$ cat src/avi_status_pkg.sv
// constants and types for the infoframe status register bank
package avi_status_pkg;

  // ---------------------------------------------------------------
  // bus geometry and register indices (byte address = 4 * index)
  // ---------------------------------------------------------------
  localparam int          ADDR_W           = 12;
  localparam int          DATA_W           = 32;
  localparam int          IDX_W            = 10;
  localparam logic [9:0]  IDX_ASPECT       = 10'h082;
  localparam logic [9:0]  IDX_SCALING      = 10'h083;
  localparam logic [9:0]  IDX_VFC          = 10'h084;
  localparam logic [9:0]  IDX_PIXREP       = 10'h085;
  localparam logic [9:0]  IDX_TOPBAR_LO    = 10'h086;
  localparam logic [9:0]  IDX_FLAGS        = 10'h087;
  localparam logic [9:0]  IDX_TOPBAR_HI    = 10'h088;
  localparam logic [9:0]  IDX_FLAGS_MIRROR = 10'h08f;
  localparam logic [9:0]  IDX_IRQ_STATUS   = 10'h0a0;
  localparam logic [9:0]  IDX_IRQ_MASK     = 10'h0a1;

  // ---------------------------------------------------------------
  // packet change flag bit positions
  // ---------------------------------------------------------------
  localparam int          NUM_PKT          = 7;
  localparam int          FLAG_AVI         = 0;
  localparam int          FLAG_AUDIO       = 1;
  localparam int          FLAG_SPD         = 2;
  localparam int          FLAG_MPEG        = 3;
  localparam int          FLAG_ACP         = 4;
  localparam int          FLAG_ISRC1       = 5;
  localparam int          FLAG_ISRC2       = 6;

  // ---------------------------------------------------------------
  // field encodings
  // ---------------------------------------------------------------
  typedef enum logic [3:0] {
    aspect_same   = 4'h8,
    aspect_4_3    = 4'h9,
    aspect_16_9   = 4'ha,
    aspect_14_9   = 4'hb
  } aspect_code_t;

  typedef enum logic [1:0] {
    scale_none    = 2'h0,
    scale_horiz   = 2'h1,
    scale_vert    = 2'h2,
    scale_both    = 2'h3
  } scaling_field_t;

  localparam logic [3:0]  PIXREP_MAX       = 4'h9;
  localparam logic [15:0] TOP_BAR_NONE     = 16'h0000;

  typedef struct packed {
    logic [3:0]  aspect;
    logic [1:0]  scaling_field;
    logic [6:0]  video_format_code;
    logic [3:0]  pixel_repeat_factor;
    logic [15:0] top_bar_end;
  } avi_fields_t;

  // ---------------------------------------------------------------
  // reset values
  // ---------------------------------------------------------------
  localparam avi_fields_t        AVI_RESET   = '0;
  localparam logic [NUM_PKT-1:0] FLAGS_RESET = 7'h00;
  localparam logic [NUM_PKT-1:0] MASK_RESET  = 7'h00;

  typedef enum logic [1:0] {
    st_idle = 2'b00,
    st_resp = 2'b01
  } apb_state_t;

endpackage : avi_status_pkg

$ cat src/avi_infoframe_status_regs.sv
// apb register bank holding decoded avi infoframe fields and change flags
//
// Register access over APB is this design's own decision.
`timescale 1ns/1ps
module avi_infoframe_status_regs
  import avi_status_pkg::*;
(
  input  wire logic                 pclk,
  input  wire logic                 presetn,
  input  wire logic                 psel,
  input  wire logic                 penable,
  input  wire logic                 pwrite,
  input  wire logic [ADDR_W-1:0]    paddr,
  input  wire logic [DATA_W-1:0]    pwdata,
  input  wire logic [3:0]           pstrb,
  output logic      [DATA_W-1:0]    prdata,
  output logic                      pready,
  output logic                      pslverr,
  input  wire logic                 avi_done,
  input  wire logic                 avi_ok,
  input  wire avi_fields_t          avi_in,
  input  wire logic [NUM_PKT-1:1]   pkt_change,
  output logic                      irq
);

  // ---------------------------------------------------------------
  // decode helpers
  // ---------------------------------------------------------------
  function automatic logic is_flag_reg(input logic [IDX_W-1:0] idx);
    is_flag_reg = (idx == IDX_FLAGS) || (idx == IDX_FLAGS_MIRROR);
  endfunction : is_flag_reg

  function automatic logic is_writable(input logic [IDX_W-1:0] idx);
    is_writable = (idx == IDX_IRQ_STATUS) || (idx == IDX_IRQ_MASK);
  endfunction : is_writable

  // ---------------------------------------------------------------
  // state
  // ---------------------------------------------------------------
  apb_state_t           state_q;
  apb_state_t           state_d;
  avi_fields_t          avi_q;
  logic                 avi_seen_q;
  logic [NUM_PKT-1:0]   flags_q;
  logic [NUM_PKT-1:0]   flags_d;
  logic [NUM_PKT-1:0]   status_q;
  logic [NUM_PKT-1:0]   mask_q;
  logic [DATA_W-1:0]    prdata_q;
  logic                 pready_q;
  logic                 pslverr_q;
  logic                 irq_q;

  logic [IDX_W-1:0]     idx;
  logic                 access_start;
  logic                 known;
  logic                 bad;
  logic                 wr_ok;
  logic                 rd_flags;
  logic                 avi_take;
  logic                 avi_diff;
  logic [NUM_PKT-1:0]   set_vec;
  logic [DATA_W-1:0]    rd_word;

  assign idx          = paddr[ADDR_W-1:2];
  assign access_start = psel && penable && (state_q == st_idle);

  // ---------------------------------------------------------------
  // apb handshake: one wait state, then pready for one cycle
  // ---------------------------------------------------------------
  always_comb
  begin
    state_d = state_q;
    unique case (state_q)
      st_idle:
        if (psel && penable)
        begin
          state_d = st_resp;
        end
      st_resp:
        state_d = st_idle;
      default:
        state_d = st_idle;
    endcase
  end

  always_ff @(posedge pclk or negedge presetn)
  begin
    if (!presetn)
    begin
      state_q <= st_idle;
    end
    else
    begin
      state_q <= state_d;
    end
  end

  always_ff @(posedge pclk or negedge presetn)
  begin
    if (!presetn)
    begin
      pready_q <= 1'b0;
    end
    else
    begin
      pready_q <= access_start;
    end
  end

  a_pready_pulse: assert property (@(posedge pclk) disable iff (!presetn)
    (psel && penable && !pready) ##1 (psel && penable) |-> pready ##1 !pready)
    else $error("pready not a single cycle after one wait state");

  a_pready_idle: assert property (@(posedge pclk) disable iff (!presetn)
    !access_start |=> !pready && !pslverr)
    else $error("pready or pslverr without an accepted access");

  // ---------------------------------------------------------------
  // address decode and read mux
  // ---------------------------------------------------------------
  always_comb
  begin
    known = 1'b1;
    rd_word = '0;
    unique case (idx)
      IDX_ASPECT:       rd_word[3:0] = avi_q.aspect;
      IDX_SCALING:      rd_word[1:0] = avi_q.scaling_field;
      IDX_VFC:          rd_word[6:0] = avi_q.video_format_code;
      IDX_PIXREP:       rd_word[3:0] = avi_q.pixel_repeat_factor;
      IDX_TOPBAR_LO:    rd_word[7:0] = avi_q.top_bar_end[7:0];
      IDX_TOPBAR_HI:    rd_word[7:0] = avi_q.top_bar_end[15:8];
      IDX_FLAGS:        rd_word[NUM_PKT-1:0] = flags_q;
      IDX_FLAGS_MIRROR: rd_word[NUM_PKT-1:0] = flags_q;
      IDX_IRQ_STATUS:   rd_word[NUM_PKT-1:0] = status_q;
      IDX_IRQ_MASK:     rd_word[NUM_PKT-1:0] = mask_q;
      default:          known = 1'b0;
    endcase
  end

  assign bad      = !known || (pwrite && !is_writable(idx));
  assign wr_ok    = access_start && pwrite && !bad;
  assign rd_flags = access_start && !pwrite && is_flag_reg(idx);

  always_ff @(posedge pclk or negedge presetn)
  begin
    if (!presetn)
    begin
      prdata_q  <= '0;
      pslverr_q <= 1'b0;
    end
    else if (access_start)
    begin
      prdata_q  <= (pwrite || bad) ? '0 : rd_word;
      pslverr_q <= bad;
    end
    else
    begin
      pslverr_q <= 1'b0;
    end
  end

  a_mirror_read: assert property (@(posedge pclk) disable iff (!presetn)
    (access_start && !pwrite && is_flag_reg(idx))
    |=> prdata == {{(DATA_W-NUM_PKT){1'b0}}, $past(flags_q)})
    else $error("flag register read did not return the shared flags");

  a_vfc_read: assert property (@(posedge pclk) disable iff (!presetn)
    (access_start && !pwrite && idx == IDX_VFC)
    |=> prdata == {{25{1'b0}}, $past(avi_q.video_format_code)})
    else $error("video format code read mismatch");

  a_topbar_low: assert property (@(posedge pclk) disable iff (!presetn)
    (access_start && !pwrite && idx == IDX_TOPBAR_LO)
    |=> prdata == {24'h000000, $past(avi_q.top_bar_end[7:0])})
    else $error("top bar low byte read mismatch");

  a_topbar_pair: assert property (@(posedge pclk) disable iff (!presetn)
    (access_start && !pwrite && idx == IDX_TOPBAR_HI)
    |=> prdata[7:0] == $past(avi_q.top_bar_end[15:8])
        && prdata[31:8] == 24'h000000)
    else $error("top bar high byte read mismatch");

  a_bad_access: assert property (@(posedge pclk) disable iff (!presetn)
    (access_start && pwrite && !is_writable(idx))
    |=> pslverr && pready)
    else $error("write to read-only or unmapped index not refused");

  a_refused_zero: assert property (@(posedge pclk) disable iff (!presetn)
    (access_start && (pwrite || bad)) |=> prdata == '0)
    else $error("write or refused access returned nonzero data");

  // ---------------------------------------------------------------
  // avi field capture
  // ---------------------------------------------------------------
  assign avi_take = avi_done && avi_ok;
  assign avi_diff = avi_take && (!avi_seen_q || (avi_in != avi_q));

  always_ff @(posedge pclk or negedge presetn)
  begin
    if (!presetn)
    begin
      avi_q      <= AVI_RESET;
      avi_seen_q <= 1'b0;
    end
    else if (avi_take)
    begin
      avi_q      <= avi_in;
      avi_seen_q <= 1'b1;
    end
  end

  a_fields_hold: assert property (@(posedge pclk) disable iff (!presetn)
    !avi_take |=> $stable(avi_q))
    else $error("avi fields changed without a valid packet");

  a_fields_load: assert property (@(posedge pclk) disable iff (!presetn)
    avi_take |=> avi_q == $past(avi_in))
    else $error("avi fields not loaded from valid packet");

  // ---------------------------------------------------------------
  // packet change flags, shared by both flag addresses
  // ---------------------------------------------------------------
  assign set_vec = {pkt_change, avi_diff};

  always_comb
  begin
    // new changes win over a clearing read in the same cycle
    flags_d = (rd_flags ? FLAGS_RESET : flags_q) | set_vec;
  end

  always_ff @(posedge pclk or negedge presetn)
  begin
    if (!presetn)
    begin
      flags_q <= FLAGS_RESET;
    end
    else
    begin
      flags_q <= flags_d;
    end
  end

  a_avi_flag: assert property (@(posedge pclk) disable iff (!presetn)
    (avi_take && avi_seen_q && avi_in != avi_q)
    |=> flags_q[FLAG_AVI])
    else $error("avi change did not raise its flag");

  a_same_avi: assert property (@(posedge pclk) disable iff (!presetn)
    (avi_take && avi_seen_q && avi_in == avi_q && !flags_q[FLAG_AVI])
    |=> !flags_q[FLAG_AVI])
    else $error("unchanged avi packet raised its flag");

  a_flag_clear: assert property (@(posedge pclk) disable iff (!presetn)
    (rd_flags && set_vec == '0) |=> flags_q == FLAGS_RESET)
    else $error("flag read did not clear all flags");

  a_isrc2_flag: assert property (@(posedge pclk) disable iff (!presetn)
    pkt_change[FLAG_ISRC2] |=> flags_q[FLAG_ISRC2] && status_q[FLAG_ISRC2])
    else $error("isrc2 change lost");

  // ---------------------------------------------------------------
  // interrupt status, mask and output
  // ---------------------------------------------------------------
  generate
    for (genvar i = 0; i < NUM_PKT; i++)
    begin : g_status
      always_ff @(posedge pclk or negedge presetn)
      begin
        if (!presetn)
        begin
          status_q[i] <= 1'b0;
        end
        else if (set_vec[i])
        begin
          status_q[i] <= 1'b1;
        end
        else if (wr_ok && idx == IDX_IRQ_STATUS && pstrb[0] && pwdata[i])
        begin
          status_q[i] <= 1'b0;
        end
      end
    end
  endgenerate

  always_ff @(posedge pclk or negedge presetn)
  begin
    if (!presetn)
    begin
      mask_q <= MASK_RESET;
    end
    else if (wr_ok && idx == IDX_IRQ_MASK && pstrb[0])
    begin
      mask_q <= pwdata[NUM_PKT-1:0];
    end
  end

  always_ff @(posedge pclk or negedge presetn)
  begin
    if (!presetn)
    begin
      irq_q <= 1'b0;
    end
    else
    begin
      irq_q <= |(status_q & mask_q);
    end
  end

  a_status_w1c: assert property (@(posedge pclk) disable iff (!presetn)
    (wr_ok && idx == IDX_IRQ_STATUS && pstrb[0] && set_vec == '0)
    |=> (status_q & $past(pwdata[NUM_PKT-1:0])) == '0)
    else $error("written ones did not clear interrupt status");

  a_mask_write: assert property (@(posedge pclk) disable iff (!presetn)
    (wr_ok && idx == IDX_IRQ_MASK && pstrb[0])
    |=> mask_q == $past(pwdata[NUM_PKT-1:0]))
    else $error("mask register did not take the written value");

  a_irq_level: assert property (@(posedge pclk) disable iff (!presetn)
    (status_q & mask_q) != '0 |=> irq)
    else $error("irq low although an unmasked status bit is set");

  a_irq_quiet: assert property (@(posedge pclk) disable iff (!presetn)
    (status_q & mask_q) == '0 |=> !irq)
    else $error("irq high with no unmasked status bit set");

  assign prdata  = prdata_q;
  assign pready  = pready_q;
  assign pslverr = pslverr_q;
  assign irq     = irq_q;

endmodule : avi_infoframe_status_regs

$ cat config.mk
export PLATFORM = sky130hd
export DESIGN_NAME = avi_infoframe_status_regs
export DESIGN_NICKNAME = d
export VERILOG_FILES = /design/src/avi_status_pkg.sv /design/src/avi_infoframe_status_regs.sv
export SDC_FILE = /design/constraint.sdc
export NUM_CORES = 1
export LEC_CHECK = 0
export BUFFER_PORTS_ARGS = -buffer_cell sky130_fd_sc_hd__buf_2
export CELL_PAD_IN_SITES_DETAIL_PLACEMENT = 1
export CELL_PAD_IN_SITES_GLOBAL_PLACEMENT = 2
export CORE_UTILIZATION = 33
export DETAILED_ROUTE_END_ITERATION = 16
export PLACE_DENSITY = 0.93
export SYNTH_ARGS = -nofsm -noshare
export SYNTH_HDL_FRONTEND = slang
export SYNTH_SLANG_ARGS = --single-unit
$ cat constraint.sdc
create_clock -name pclk -period 4.9 [get_ports pclk]
set_input_delay 0.245 -clock pclk [delete_from_list [all_inputs] [get_ports pclk]]
set_output_delay 0.245 -clock pclk [all_outputs]
set_load 0.02 [all_outputs]
==> out/results.txt <==
The antenna cell count was 0; the total routing usage reported by global routing was 18.4%. The worst setup path is launched from a flip-flop. The maximum root-to-sink buffer count was 2; the die area was 11500 um2.

For this run, the post-layout net count is 493. The standby leakage power is 1.88 nW, and the largest fanout of any net on the critical path is 13. After synthesis, the largest family of logic cells by area is multiplexers.

Pin placement for this block handled 129 I/O pins. The count of filler cells inserted in the layout was 1243; the chip height was 107 um. The worst endpoint required time came out at 5.16 ns.

For this run, the register share of the synthesized area comes to 46.0%. The hold buffer count at cts is 0. The initial utilization of the core area, before any placement, comes to 33.8%. At the later pin of the worst-skew pair, clock insertion delay measures 0.36 ns. Entering global routing, the biggest net connects 68 pins. Distinct cell type count of the synthesized netlist: 49.

The average instance in the mapped netlist occupies 11.2 um2. In the routed design, unresolved DRC markers number 0. At the end of routability-driven placement, the weighted congestion stood at 0.802.

Clock tree synthesis selected as its root buffer the cell sky130_fd_sc_hd__clkbuf_8. By area the synthesized netlist is led by sky130_fd_sc_hd__dfrtp_1 46%, sky130_fd_sc_hd__mux2_2 11%, sky130_fd_sc_hd__xnor2_1 7.0%, sky130_fd_sc_hd__buf_4 4.9%, sky130_fd_sc_hd__a21o_1 2.9%. The final count of pins violating max slew was 0. The post-cts repair resize count is 0. The most frequent standard cell in the layout excluding fill and tap cells was sky130_fd_sc_hd__buf_2. The sequential cells in the finished layout cover a total of 1680 um2. The normalized max-slew margin was 41.2%. The synthesized design spends more area on one cell type than any other, namely sky130_fd_sc_hd__dfrtp_1. For the synthesized instance count, the log shows 326. Fraction of registers with async set/reset: 100%. Setup violations remaining at the end of the flow were counted as 0. The share of final-layout standard cells stronger than drive strength 1 was 34.9%. The synthesized netlist devotes 11.4% of its cell area to compound gates. The floorplan step defined a core boundary enclosing 10800 um2.

For this block, the initial DRC count from the detailed router was 117. The portion of synthesized area spent on multiplexers is 15.3%. The initialized floorplan defines 38 standard-cell rows. The estimated wirelength of the detail-placed design was 7400 um; the global-route congestion overflow total was 0. TritonCTS built the clock tree.

Number of H-tree levels: 3. The top cell types in the final layout, fill and taps aside, are 74 x sky130_fd_sc_hd__buf_2, 67 x sky130_fd_sc_hd__dfrtp_1, 35 x sky130_fd_sc_hd__mux2_2. The final route contains 2754 vias. Setup repair after global routing left no endpoint under its margin.

The TritonCTS buffer count is 9. By startpoint and endpoint, the worst setup path is classified as reg -> reg. Post-CTS timing repair inserted 0 buffers for setup. For the pin with the worst max-slew slack, the measured transition is 0.874 ns. Once layout is complete, the cells apart from fillers number 544.

The tree built by TritonCTS fans out to 67 sinks. The min-delay analysis places its worst path in the category in -> async. The tools report the number of max-cap violations as 0. The initial antenna violation count was 0. In this run, synthesis inferred 0 flip-flops with an integrated enable. Via count of the first global-routing pass: 2962.

The fmax is 0.491 GHz, and the horizontal die dimension is 107 um. The wire length of the first global-routing pass is 15600 um, and the share of the cycle needed by the critical path after routing is 41.6%. The synthesized netlist devotes 11.9% of its cell area to simple gates.

Flip-flop and latch count after synthesis: 67. The post-synthesis to final-layout area growth is 17.4%. The flow ran to the end, and the final reports show no timing, DRC or antenna violations. Counting I/O delays and the setup requirement, the final critical path takes 2.04 ns.

Capturing element type of the critical path: a flip-flop. In the final timing run, aggregate negative setup slack is 0 ns. The share of the synthesized area in the top cell type was 46.0%. In the final routed layout, each cell accounts on average for 17.9 um. The arrival time reported for the critical path endpoint was 2.29 ns. The number of optimization iterations in the first detailed-route pass was 4; the total power divided by cell area was 325 nW/um2. Yosys printed 0 warnings. The fraction of synthesized cell area in xor and xnor cells was 7.93%; the netlist area before placement was 3650 um2.

The number of hold violations in the final report is 0. For the remaining antenna violation count after routing, the log shows 0. The final layout contains routed wiring with a total length of 9750 um. Maximum VDD drop: 0.136 mV. The most used flip-flop cell after synthesis is sky130_fd_sc_hd__dfrtp_1. The tools report the number of placed instances with taps included as 528. The count of input and output buffers works out to 74. The post-synthesis share of cell area spent on full adders, half adders and majority gates was 0%; the via count normalized by instance count was 5.06. Area of the multi-input gates: 1790 um2. Between clock sinks in the finished design, the worst skew comes to 0.00816 ns. After clock tree synthesis, the clock-pin slew on the worst setup and hold paths is 0.08 ns.
[report_power, final]
| group | switching (W) | internal (W) |
|---|---|---|
| Sequential | 0.0000460 | 0.000595 |
| Clock | 0.000228 | 0.000300 |
| Combinational | 0.000116 | 0.000107 |
| Total | 0.000390 | 0.00100 |
[cell type report]
cell class              instances  area share, %
clock buffers                  10           3.22
clock inverters                 6           2.08
inverters                       7          0.614
multi-input cells             238           41.8
flip-flops and latches         67           39.2
well taps                     140           4.09
repair buffers                 76           9.00
[cell families after synthesis]
| family | count (synthesis) |
|---|---|
| AO/OA/AOI/OAI | 56 |
| XOR/XNOR | 33 |
| buffers and inverters | 44 |
| flip-flops | 67 |
| multiplexers | 48 |
| other | 1 |
| AND/OR/NAND/NOR | 77 |
[critical path, cell delays in order, from the launching register on]
cell and delay [ns]:
sky130_fd_sc_hd__dfrtp_1 0.36, sky130_fd_sc_hd__or2_2 0.41, sky130_fd_sc_hd__nor4_2 0.82, sky130_fd_sc_hd__nand2_1 0.14
sky130_fd_sc_hd__a21o_1 0.21
[synth_stat cells (all sizes together), types with 6 or more instances]
library cell	instances
clkbuf	9
nand4	7
mux2	42
o21ai	8
nor2	9
nand3	7
a21o	14
a22o	6
buf	28
inv	7
xnor2	29
dfrtp	67
mux2i	6
nand2	24
[sequential cells by signal, indices dropped and copies added (netlist names)]
register,flops
prdata,8
avi_q,33
flags_q,7
irq,1
pslverr,1
state_q,1
mask_q,7
avi_seen_q,1
pready,1
status_q,7
[worst paths after layout]
kind | start | endpoint | slack, ns | cells past startpoint
max in group asynchronous | presetn | status_q[2] | 4.26 | 2
min reg2reg | avi_seen_q | avi_seen_q | 0.47 | 1
max | state_q[0] | status_q[1] | 2.86 | 4
min in group pclk | pkt_change[4] | status_q[4] | 0.09 | 2
max reg2reg | state_q[0] | status_q[1] | 2.86 | 4
min | presetn | state_q[0] | 0.08 | 2
[through the flow]
stage,total power (W),hold slack (ns),utilization (%),setup slack (ns),area [um2]
after CTS,0.00141,0.0801,39.7,2.85,4280
after global routing,0.00145,0.0801,39.7,2.75,4280
after global placement,0.000859,0.440,37.6,2.67,4050
final,0.00139,0.0835,39.7,2.86,4280
after floorplan,0.000796,-0.0506,-,3.01,3730
after detailed placement,0.000875,0.445,37.6,2.61,4050
[routing by layer]
layer,vias to the layer above,track usage (%),routed length (um)
met3,14,4.26,497
met2,75,31.3,5000
met5,-,0,0
met1,1391,22.7,4100
li1,1274,-,-
met4,0,6.75,155
(Power assumes the default switching activity.)
